**src/clkgen_regs.svh**
```systemverilog
// register map, field positions, reset values and timing counts of the clock generator
// assumes inclusion by the design modules and the testbench; definitions only
`ifndef CLKGEN_REGS_SVH
`define CLKGEN_REGS_SVH

// register byte addresses on the apb bus
`define CTRL1_ADDR 12'h000
`define CTRL2_ADDR 12'h004
`define STAT_ADDR 12'h008
`define FILT_ADDR 12'h00C
`define TRIM_ADDR 12'h010

// control 1 fields
`define C1_HGO_BIT 7
`define C1_RANGE_BIT 6
`define C1_REFS_BIT 5
`define C1_CLOCK_MODE_SELECT_LO 3
`define C1_OSCSTEN_BIT 2
`define C1_LOCD_BIT 1
`define C1_RESET 8'h00

// control 2 fields
`define C2_LOLRE_BIT 7
`define C2_MFD_LO 4
`define C2_LOCRE_BIT 3
`define C2_RFD_LO 0
`define C2_RESET 8'h00

// status fields
`define ST_REFST_BIT 3
`define ST_LOCK_BIT 2
`define ST_LOLS_BIT 1
`define ST_LOCS_BIT 0

// reset values
`define FILT_RESET 12'h200
`define TRIM_RESET 8'h80

// timing counts
`define PRESCALE_LOW 16'h0040
`define PRESCALE_HIGH 16'h0001
`define LOCK_TOL 16'h0004
`define REF_TIMEOUT 16'h0100

`endif

```
**src/clkgen_pkg.sv**
```systemverilog
// types shared by the clock generator modules
// assumes clkgen_regs.svh supplies the numeric constants
package clkgen_pkg;
	// gray codes along the path self-clocked, unlocked, locked
	typedef enum logic [2:0] {
		ST_OFF = 3'b100,
		ST_SCM = 3'b000,
		ST_FLL_UNLOCKED = 3'b001,
		ST_FLL_LOCKED = 3'b011,
		ST_BYPASS = 3'b010
	} gen_state_t;

	typedef enum logic [1:0] {
		MODE_SCM = 2'b00,
		MODE_FEI = 2'b01,
		MODE_FBE = 2'b10,
		MODE_FEE = 2'b11
	} clock_mode_t;

	typedef struct packed {
		logic [15:0] dco_cnt;
		logic [15:0] win_cnt;
		logic locked;
		logic lock_hit;
	} lock_state_t;
endpackage : clkgen_pkg

```
**src/clkgen_ctrl.sv**
```systemverilog
// clock generator mode control: mode sequencing, lock tracking, loss handling, bus divider
// assumes apb master on CLK; ref/dco/ext activity given as one-cycle tick inputs on CLK
//
// Our own choices: the APB slave port and the register addresses.
`include "clkgen_regs.svh"
`timescale 1ns/1ps
`default_nettype none
module clkgen_ctrl (
	input wire logic CLK,
	input wire logic RST_N,
	input wire logic PSEL,
	input wire logic PENABLE,
	input wire logic PWRITE,
	input wire logic [11:0] PADDR,
	input wire logic [31:0] PWDATA,
	output logic [31:0] PRDATA,
	output logic PREADY,
	output logic PSLVERR,
	input wire logic STOP_REQ,
	input wire logic INT_REF_TICK,
	input wire logic EXT_REF_TICK,
	input wire logic DCO_TICK,
	output logic [1:0] CLK_SRC_SEL,
	output logic [2:0] BUS_DIV_SEL,
	output logic GEN_OUT_STATIC,
	output logic [11:0] DCO_FILTER,
	output logic DCO_CLOSED_LOOP,
	output logic HIGH_GAIN_SELECT,
	output logic RANGE_HIGH,
	output logic [7:0] INTERNAL_REF_TRIM,
	output logic FIXED_FREQ_ENABLE,
	output logic DEBUG_LOCAL_CLOCK_SEL,
	output logic RTI_SELF_CLOCKED,
	output logic LOSS_RESET_REQ,
	output logic LOSS_IRQ_REQ
);
	typedef struct packed {
		clkgen_pkg::gen_state_t st;
		logic [7:0] c1;
		logic [7:0] c2;
		logic first_done;
		logic ext_reserved;
		logic [11:0] filt;
		logic [7:0] trim;
		logic refst;
		logic lols;
		logic locs;
		logic lock_q;
		logic [15:0] ref_idle;
		logic [31:0] prdata;
		logic pready;
		logic pslverr;
		logic rst_req;
		logic irq_req;
		logic [1:0] src;
	} ctrl_state_t;

	ctrl_state_t s_q, s_d;
	logic locked, window_done, engaged, ref_tick, wr, rd;
	logic [1:0] req_mode;
	logic [15:0] prescale, target;

	assign req_mode = s_q.c1[`C1_CLOCK_MODE_SELECT_LO +: 2];
	assign prescale = s_q.c1[`C1_RANGE_BIT] ? `PRESCALE_HIGH : `PRESCALE_LOW;
	assign engaged = (s_q.st == clkgen_pkg::ST_FLL_UNLOCKED) || (s_q.st == clkgen_pkg::ST_FLL_LOCKED);
	assign ref_tick = req_mode[1] ? EXT_REF_TICK : INT_REF_TICK;
	// target: twice the multiplier field plus four, times prescale, in oscillator ticks per window
	assign target = (16'({s_q.c2[`C2_MFD_LO +: 3], 1'b0}) + 16'h0004) * prescale;
	assign wr = PSEL && PENABLE && PWRITE && !s_q.pready;
	assign rd = PSEL && PENABLE && !PWRITE && !s_q.pready;

	clkgen_lock_detect u_lock (
		.clk(CLK),
		.rst_n(RST_N),
		.enable(engaged),
		.ref_tick(ref_tick),
		.dco_tick(DCO_TICK),
		.window_len(prescale),
		.target(target),
		.locked(locked),
		.window_done(window_done)
	);

	always_comb begin
		s_d = s_q;
		s_d.pready = 1'b0;
		s_d.pslverr = 1'b0;
		// reference activity watchdog, external reference valid flag
		if (EXT_REF_TICK) begin
			s_d.ref_idle = 16'h0000;
			s_d.refst = 1'b1;
		end else if (s_q.ref_idle >= `REF_TIMEOUT) begin
			s_d.refst = 1'b0;
		end else begin
			s_d.ref_idle = s_q.ref_idle + 16'h0001;
		end

		// apb slave, answers one cycle after the access phase starts
		if (wr || rd) begin
			s_d.pready = 1'b1;
			s_d.prdata = 32'h0000_0000;
			if (PADDR == `CTRL1_ADDR) begin
				if (wr) begin
					// write-once bits held after first write
					if (!s_q.first_done) begin
						s_d.c1[7:5] = PWDATA[7:5];
						s_d.ext_reserved = PWDATA[`C1_CLOCK_MODE_SELECT_LO + 1];
					end
					s_d.first_done = 1'b1;
					s_d.c1[2:1] = PWDATA[2:1];
					// external modes locked out if pin not reserved
					if (!PWDATA[`C1_CLOCK_MODE_SELECT_LO + 1] || !s_q.first_done || s_q.ext_reserved)
						s_d.c1[`C1_CLOCK_MODE_SELECT_LO +: 2] = PWDATA[`C1_CLOCK_MODE_SELECT_LO +: 2];
				end else
					s_d.prdata = {24'h000000, s_q.c1};
			end else if (PADDR == `CTRL2_ADDR) begin
				if (wr)
					s_d.c2 = PWDATA[7:0];
				else
					s_d.prdata = {24'h000000, s_q.c2};
			end else if (PADDR == `STAT_ADDR) begin
				// status readback, loss flags cleared by read
				if (rd) begin
					s_d.prdata = {28'h0000000, s_q.refst, s_q.lock_q, s_q.lols, s_q.locs};
					s_d.lols = 1'b0;
					s_d.locs = 1'b0;
				end
			end else if (PADDR == `FILT_ADDR) begin
				if (wr)
					s_d.filt = PWDATA[11:0];
				else
					s_d.prdata = {20'h00000, s_q.filt};
			end else if (PADDR == `TRIM_ADDR) begin
				if (wr)
					s_d.trim = PWDATA[7:0];
				else
					s_d.prdata = {24'h000000, s_q.trim};
			end else begin
				s_d.pslverr = 1'b1;
			end
		end

		// mode sequencer
		case (s_q.st)
			clkgen_pkg::ST_OFF: begin
				// filter held, so relock is quick
				if (!STOP_REQ)
					s_d.st = clkgen_pkg::ST_SCM;
			end
			clkgen_pkg::ST_SCM: begin
				if (STOP_REQ)
					s_d.st = clkgen_pkg::ST_OFF;
				else if (req_mode == clkgen_pkg::MODE_FEI)
					s_d.st = clkgen_pkg::ST_FLL_UNLOCKED;
				else if (req_mode == clkgen_pkg::MODE_FBE && s_q.refst)
					s_d.st = clkgen_pkg::ST_BYPASS;
				// engage external loop when reference runs
				else if (req_mode == clkgen_pkg::MODE_FEE && s_q.refst)
					s_d.st = clkgen_pkg::ST_FLL_UNLOCKED;
			end
			clkgen_pkg::ST_FLL_UNLOCKED, clkgen_pkg::ST_FLL_LOCKED: begin
				if (STOP_REQ)
					s_d.st = clkgen_pkg::ST_OFF;
				else if (req_mode == clkgen_pkg::MODE_SCM || req_mode == clkgen_pkg::MODE_FBE)
					s_d.st = clkgen_pkg::ST_SCM;
				else if (window_done)
					s_d.st = locked ? clkgen_pkg::ST_FLL_LOCKED : clkgen_pkg::ST_FLL_UNLOCKED;
				if (window_done && !locked && !(req_mode[1] && !s_q.refst))
					s_d.filt = s_q.filt + 12'h001;
			end
			clkgen_pkg::ST_BYPASS: begin
				// drop back to self clock if reference dies
				if (STOP_REQ)
					s_d.st = clkgen_pkg::ST_OFF;
				else if (req_mode != clkgen_pkg::MODE_FBE || !s_q.refst)
					s_d.st = clkgen_pkg::ST_SCM;
			end
			default: s_d.st = clkgen_pkg::ST_SCM;
		endcase

		// loop output used only once locked
		// bypass routes external reference
		// source follows the next state so it never lags a mode change by a cycle
		case (s_d.st)
			clkgen_pkg::ST_FLL_LOCKED: s_d.src = 2'h1;
			clkgen_pkg::ST_BYPASS: s_d.src = 2'h2;
			default: s_d.src = 2'h0;
		endcase

		// lock and loss-of-lock flags; set wins over read clear
		s_d.lock_q = (s_q.st == clkgen_pkg::ST_FLL_LOCKED);
		if (s_q.lock_q && window_done && !locked && engaged)
			s_d.lols = 1'b1;
		// loss of reference leaves filter untouched
		if (!s_q.c1[`C1_LOCD_BIT] && req_mode[1] && s_q.refst && s_q.ref_idle >= `REF_TIMEOUT
			&& s_q.st != clkgen_pkg::ST_SCM)
			s_d.locs = 1'b1;

		// loss routed to reset or interrupt
		s_d.rst_req = (s_q.lols && s_q.c2[`C2_LOLRE_BIT]) || (s_q.locs && s_q.c2[`C2_LOCRE_BIT]);
		s_d.irq_req = (s_q.lols && !s_q.c2[`C2_LOLRE_BIT]) || (s_q.locs && !s_q.c2[`C2_LOCRE_BIT]);
	end

	// reset into self-clocked with default filter
	always_ff @(posedge CLK or negedge RST_N) begin
		if (!RST_N) begin
			s_q <= '0;
			s_q.st <= clkgen_pkg::ST_SCM;
			s_q.c1 <= `C1_RESET;
			s_q.c2 <= `C2_RESET;
			s_q.filt <= `FILT_RESET;
			s_q.trim <= `TRIM_RESET;
		end else begin
			s_q <= s_d;
		end
	end

	// all outputs except RTI_SELF_CLOCKED, which is tied high, come from state flops
	assign PRDATA = s_q.prdata;
	assign PREADY = s_q.pready;
	assign PSLVERR = s_q.pslverr;
	assign CLK_SRC_SEL = s_q.src;
	assign BUS_DIV_SEL = s_q.c2[`C2_RFD_LO +: 3];
	assign GEN_OUT_STATIC = s_q.st[2];
	assign DCO_FILTER = s_q.filt;
	assign DCO_CLOSED_LOOP = s_q.st[0];
	assign HIGH_GAIN_SELECT = s_q.c1[`C1_HGO_BIT];
	assign RANGE_HIGH = s_q.c1[`C1_RANGE_BIT];
	assign INTERNAL_REF_TRIM = s_q.trim;
	// fixed-frequency enable while loop output or bypass is in use
	assign FIXED_FREQ_ENABLE = s_q.src[0] | s_q.src[1];
	assign DEBUG_LOCAL_CLOCK_SEL = s_q.ext_reserved;
	// real-time interrupt clock self-clocked in every mode, off included
	assign RTI_SELF_CLOCKED = 1'b1;
	assign LOSS_RESET_REQ = s_q.rst_req;
	assign LOSS_IRQ_REQ = s_q.irq_req;
endmodule : clkgen_ctrl
`default_nettype wire

```
**src/clkgen_lock_detect.sv**
```systemverilog
// lock detector: counts oscillator ticks over a reference window and compares to target
// assumes ref_tick and dco_tick are one-cycle pulses synchronous to clk
`include "clkgen_regs.svh"
`timescale 1ns/1ps
`default_nettype none
module clkgen_lock_detect (
	input wire logic clk,
	input wire logic rst_n,
	input wire logic enable,
	input wire logic ref_tick,
	input wire logic dco_tick,
	input wire logic [15:0] window_len,
	input wire logic [15:0] target,
	output logic locked,
	output logic window_done
);
	clkgen_pkg::lock_state_t s_q, s_d;
	logic [15:0] diff;

	always_comb begin
		s_d = s_q;
		s_d.lock_hit = 1'b0;
		diff = (s_q.dco_cnt > target) ? s_q.dco_cnt - target : target - s_q.dco_cnt;
		if (!enable) begin
			s_d.dco_cnt = 16'h0000;
			s_d.win_cnt = 16'h0000;
			s_d.locked = 1'b0;
		end else begin
			if (dco_tick)
				s_d.dco_cnt = s_q.dco_cnt + 16'h0001;
			if (ref_tick) begin
				if (s_q.win_cnt + 16'h0001 >= window_len) begin
					s_d.locked = (diff <= `LOCK_TOL);
					s_d.lock_hit = 1'b1;
					s_d.win_cnt = 16'h0000;
					s_d.dco_cnt = 16'h0000;
				end else begin
					s_d.win_cnt = s_q.win_cnt + 16'h0001;
				end
			end
		end
	end

	always_ff @(posedge clk or negedge rst_n) begin
		if (!rst_n)
			s_q <= '0;
		else
			s_q <= s_d;
	end

	assign locked = s_q.locked;
	assign window_done = s_q.lock_hit;
endmodule : clkgen_lock_detect
`default_nettype wire

```
**config.mk**
```make
export PLATFORM = sky130hd
export DESIGN_NAME = clkgen_ctrl
export DESIGN_NICKNAME = d
export VERILOG_FILES = /design/src/clkgen_pkg.sv /design/src/clkgen_ctrl.sv /design/src/clkgen_lock_detect.sv
export VERILOG_INCLUDE_DIRS = /design/src
export SDC_FILE = /design/constraint.sdc
export NUM_CORES = 1
export LEC_CHECK = 0
export ABC_AREA = 1
export BUFFER_PORTS_ARGS = -buffer_cell sky130_fd_sc_hd__buf_2
export CORE_ASPECT_RATIO = 0.9
export CORE_MARGIN = 5
export CORE_UTILIZATION = 63
export CTS_CLUSTER_DIAMETER = 100
export DETAILED_ROUTE_END_ITERATION = 10
export PLACE_DENSITY = 0.95
export SYNTH_ARGS = -nofsm -noshare
export SYNTH_HDL_FRONTEND = slang
export SYNTH_SLANG_ARGS = --single-unit
```
**constraint.sdc**
```tcl
create_clock -name CLK -period 4.7 [get_ports CLK]
set_input_delay 0.705 -clock CLK [delete_from_list [all_inputs] [get_ports CLK]]
set_output_delay 0.705 -clock CLK [all_outputs]
set_load 0.05 [all_outputs]
```
Yosys cells after proc, flatten, opt, wreduce, memory -nomap -nowiden
Cells that the tools add are included.
W data, S select, Z words.
{"block": "op_classes", "n_reduce_logical": 59, "add_sub_neg": 7, "n_lt_le_gt_ge": 4, "eq_ne": 21, "multipliers": 1, "n_mux": 61, "bitwise_logic": 6}
{"op": "$mux W16", "n": 6}
{"op": "$mux W32", "n": 3}
{"op": "$mux W20", "n": 4}
{"op": "$mux W12", "n": 6}
{"op": "$mux W8", "n": 7}
{"op": "$add A16 B1 Y16 const B", "n": 3}
{"op": "$mux W34", "n": 1}
{"op": "$mux W33", "n": 1}
{"op": "$mux W3", "n": 10}
{"op": "$eq A12 B4 Y1 const B", "n": 2}
{"op": "$logic_and A1 B1 Y1", "n": 21}
{"op": "$ge A16 B7 Y1", "n": 1}
{"op": "$ge A16 B9 Y1 const B", "n": 1}
{"op": "$gt A16 B12 Y1", "n": 1}
{"op": "$le A16 B3 Y1 const B", "n": 1}
{"op": "$mux W2", "n": 8}
{"op": "$sub A12 B16 Y16", "n": 1}
{"op": "$sub A16 B12 Y16", "n": 1}
{"op": "$reduce_bool A2 Y1", "n": 7}
{"op": "$add A12 B1 Y12 const B", "n": 1}
{"op": "$eq A12 B3 Y1 const B", "n": 1}
{"op": "$eq A12 B5 Y1 const B", "n": 1}
{"op": "$eq A3 B2 Y1 const B", "n": 4}
{"op": "$logic_not A12 Y1", "n": 1}
{"op": "26 further kinds", "n": 66}
{"block": "word_totals", "regBits": 132, "inputBits": 53, "output_inout_bits": 68, "word_cells": 183}

Logic depth before layout (Yosys ltp)
{"block": "logic_depth", "word_depth": 12, "mapped_depth": 21, "mapped_depth_nobuf": 20}

By module
A second synthesis with hierarchy kept.
{"block": "unflattened", "cells_unflattened": 1340, "hier_area_um2": 9127.5}
{"mod": "clkgen_ctrl", "n_inst": 1, "area_each_um2": 4855.9, "cells_each": 637, "seq_area_each_um2": 1954.4}
{"mod": "clkgen_lock_detect", "n_inst": 1, "area_each_um2": 4271.6, "cells_each": 703, "seq_area_each_um2": 850.8}

Worst setup path after synthesis
OpenSTA, ideal clock, no wires.
{"block": "synth_timing", "path_type": "reg2reg", "from": "register s_q, in the netlist RANGE_HIGH", "to": "register u_lock.s_q, in the netlist u_lock.locked", "path_buffers": 2, "path_stages_with_launch": 19, "slack_ps": 2081, "t_required_ps": 4635, "period_less_slack_ps": 2619, "setup_time_ps": 65, "t_arrival_ps": 2554, "path_cell_list": "dfrtp_1 > buf_2 > inv_1 > nand2_1 > inv_1 > ha_1 > buf_2 > inv_1 > nor2_1 > nand2_1 > nor3_1 > nand4_1 > nand2_1 > nor2_1 > nor2_1 > nand2_1 > nor2_1 > nand3_1 > nand2_1"}
{"block": "synth_via", "elab_chain_len": 8, "elab_cells_between_ends": 13, "classes_between": "2 x add/sub; 1 x mul; 3 x order compare; 1 x eq/ne; 5 x mux; 1 x reduce/logical"}
{"item": "from (decl)", "line": "clkgen_ctrl.sv:58", "text": "ctrl_state_t s_q, s_d;"}
{"item": "$mux W7 (no source line) *"}
{"item": "$mul A5 B7 Y12", "line": "clkgen_ctrl.sv:68", "text": "assign target = (16'({s_q.c2[`C2_MFD_LO +: 3], 1'b0}) + 16'h0004) * prescale;"}
{"item": "$sub A12 B16 Y16 (tied with other cells)", "line": "clkgen_lock_detect.sv:23", "text": "diff = (s_q.dco_cnt > target) ? s_q.dco_cnt - target : target - s_q.dco_cnt;"}
{"item": "$mux W16", "line": "clkgen_lock_detect.sv:23"}
{"item": "$le A16 B3 Y1 (no source line)"}
{"item": "$mux W2", "line": "clkgen_lock_detect.sv:32", "text": "if (s_q.win_cnt + 16'h0001 >= window_len) begin"}
{"item": "$mux W34", "line": "clkgen_lock_detect.sv:31", "text": "if (ref_tick) begin"}
{"item": "$mux W33", "line": "clkgen_lock_detect.sv:24", "text": "if (!enable) begin"}
{"item": "to (signal assigned)", "line": "clkgen_lock_detect.sv:46", "text": "s_q <= '0;"}
{"item": "to (signal assigned)", "line": "clkgen_lock_detect.sv:48", "text": "s_q <= s_d;"}
{"item": "to (decl)", "line": "clkgen_lock_detect.sv:17", "text": "clkgen_pkg::lock_state_t s_q, s_d;"}
Mark *: on every way between the ends. The rest lies on a longest branch, timed or not. The select of a mux whose other input is x is not followed.
A chain may end at the register's enable or synchronous reset.

Worst setup path after layout
Same ends and word-level chain as after synthesis.

==> metrics.txt <==
CP Launch Point=RANGE_HIGH; RSZ-0062 raised after global routing=no; status=complete, no violations; Hold-fix buffers, CTS=0; Pleak=4.339 nW; area share of the largest cell type after synthesis=0.3537; Distinct cells, synth=53; Initial Util=0.6444; vias=7500; worst path cell trace=inv_1 -> nand2_1 -> inv_1 -> ha_1 -> inv_1 -> nor2_1 -> nand2_1 -> nor3_1 -> nand4_1 -> nand2_1 -> nand2_1 -> nor2_1 -> nand2_1 -> nand2_1 -> nand3_1 -> nand2_1; most area-consuming cells after synthesis=dfrtp_1 35%, nand2_1 13%, inv_1 7.9%; synthesized instance count=1100; FF+latch count, synth=112; Routed wire per std cell=15.29 um; H-Tree Depth=3; Max clock buf depth=2; vias in the first global route=7198; min-delay worst type=reg2reg; total CTS buffers=9; post-DR vias/cell=5.752; maxcap violations=0; die span in x=127.2 um; CP max stage cell=dfrtp_1; Worst setup EP type=register; Hold Crit Start=PRDATA[1]; Post-DRT Antenna Nets=0; initial antenna violation count=0; final worst setup slack=1.559 ns; Clock Skew=0.008947 ns; final worst-path cycle share=0.6683; Synth async-reset ratio=1.000; sequential-to-total area share from yosys stat=0.3605; ys flop type=dfrtp_1; slowest stage delay, CP=0.69 ns; initial DRC count=785; R2R setup slack=1.56 ns; largest net degree at the start of global routing=79; Area growth syn-to-layout=6.029%; Die Span Y=115.4 um; clock sink count=112; Root Buffer Master=clkbuf_16; total gr overflow=0; Die ar.=14680 um^2; WP buf/inv=3; cell taking the most area after synthesis=dfrtp_1; worst skew pair latency=0.36 ns; fin util=0.6833; Worst Path Required=4.98 ns; cell family with most CP delay=simple AND/OR/NAND/NOR gates; fin. max-slew vios=0; Hold Fails Final Rpt=0; IO Count=121; fmax=0.3184 GHz; DR pass1 iterations=6; Most Frequent Cell on Critical Path=nand2_1; Syn Std Cell Area=7782 um^2; Critical Path Source Type=register; first-pass GRT wire length=33.04 mm; Synth Area per Inst=7.075 um^2; Worst Tran Pin Value=0.9867 ns; fin crit period=3.141 ns; top-count cell post-synth=nand2_1; synth cell count leaders=277 x nand2_1, 164 x inv_1, 115 x nor2_1, 110 x dfrtp_1, 80 x nand3_1; Max VDD drop=0.3060 mV; Power per Cell Area=233.6 nW/um^2; DRC=0; CP arrival=3.43 ns; Post-CTS Setup Repair Bufs=0; setup TNS=0 ns; crit path kind=reg2reg; # setup viols final=0; drt total wl=19.93 mm; site row count=38; CTS tree=built; Place WS=1.576 ns; gpl congestion=0.9878; fin nets=1217; DPL Wire Length=14.73 mm; Ys Warns=0; origin of the critical flop-to-flop path=RANGE_HIGH; layout cells sized above 1=0.1198; number of port buffers=79; Max Fanout on Critical Path=12; Max-slew headroom=0.3422; Reg clk slew, reported paths=0.08 ns; CORE AREA=12080 um^2; gr usage total=0.2739; cts repair resizes=0; Post-synth EDFFs=0; Diodes inserted=0
[kinds of logic (layout without fill, tap and decap cells)]
family	count (synthesis)	in the layout	synth area share
buffers and inverters	244	269	0.1495
XOR/XNOR	23	23	0.02685
AND/OR/NAND/NOR	553	553	0.3198
adder cells (fa/ha/maj)	25	25	0.04116
flip-flops	112	112	0.3605
AO/OA/AOI/OAI	141	141	0.1013
other	2	21	0.0009650
[registers in the layout (all words and copies together) (netlist names), 2 cells and up]
signal / count
u_lock.s_q: 32
s_q: 30
DCO_FILTER: 12
PRDATA: 12
INTERNAL_REF_TRIM: 8
BUS_DIV_SEL: 3
CLK_SRC_SEL: 2
req_mode: 2
[layout make-up]
| type | count | area, um^2 |
|---|---|---|
| Clock buffer | 10 | 229.0 |
| Clock inverter | 6 | 73.82 |
| Fill cell | 955 | 3825 |
| Inverter | 172 | 645.6 |
| Multi-Input combinational cell | 763 | 3885 |
| Sequential cell | 112 | 2805 |
| Tap cell | 160 | 200.2 |
| Timing Repair Buffer | 81 | 412.9 |
[cells in the final DEF (no fill, tap or decap), types with 3 or more instances in the layout]
cell type  count
a21oi_1       37
a31oi_1        3
buf_2         78
buf_4          3
clkbuf_16      9
clkinv_1       4
conb_1        21
dfrtp_1      110
ha_1          24
inv_1        164
inv_2          4
inv_6          3
nand2_1      277
nand3_1       80
nand3_2        5
nand4_1       19
nor2_1       115
nor2_2         5
nor2_4        14
nor3_1        22
nor4_1         4
o211ai_1       4
o21ai_0       70
o21ai_1        3
o22ai_1        7
xor2_1        20
[power by group]
part	switching [mW]	total, mW	internal [mW]
Combinational	0.126	0.154	0.0280
Sequential	0.00903	0.981	0.971
Clock	0.371	0.793	0.422
Total	0.506	1.93	1.42
[path summary, 6_finish.rpt]
kind / to / depth (start not counted)
max: u_lock.locked / 16
min reg2reg: PRDATA[1] / 1
max reg2reg: u_lock.locked / 16
min: PRDATA[1] / 1
min in group asynchronous: s_q[90] / 1
max in group asynchronous: u_lock.s_q[21] / 2
[per-layer routing]
metal / vias up / wire length (um) / part of all wire / global-route usage
li1: 3511 / - / - / -
met1: 3497 / 8052 / 0.40 / 0.3548
met2: 424 / 9443 / 0.47 / 0.4552
met3: 68 / 1806 / 0.091 / 0.05576
met4: 0 / 631 / 0.032 / 0.1108
met5: - / 0 / 0 / 0
[through the flow]
stage / hold slack [ns] / area, um^2 / cells / total power, mW
global route: 0.5136 / 8252 / 1304 / 1.988
floorplan: 0.4094 / 7854 / 1119 / 1.115
global placement: 0.4463 / 7949 / 1288 / 1.146
CTS: 0.4793 / 8252 / 1304 / 1.937
detailed placement: 0.4626 / 7949 / 1288 / 1.151
finish: 0.4751 / 8252 / 1304 / 1.927
(Power assumes the default switching activity.)
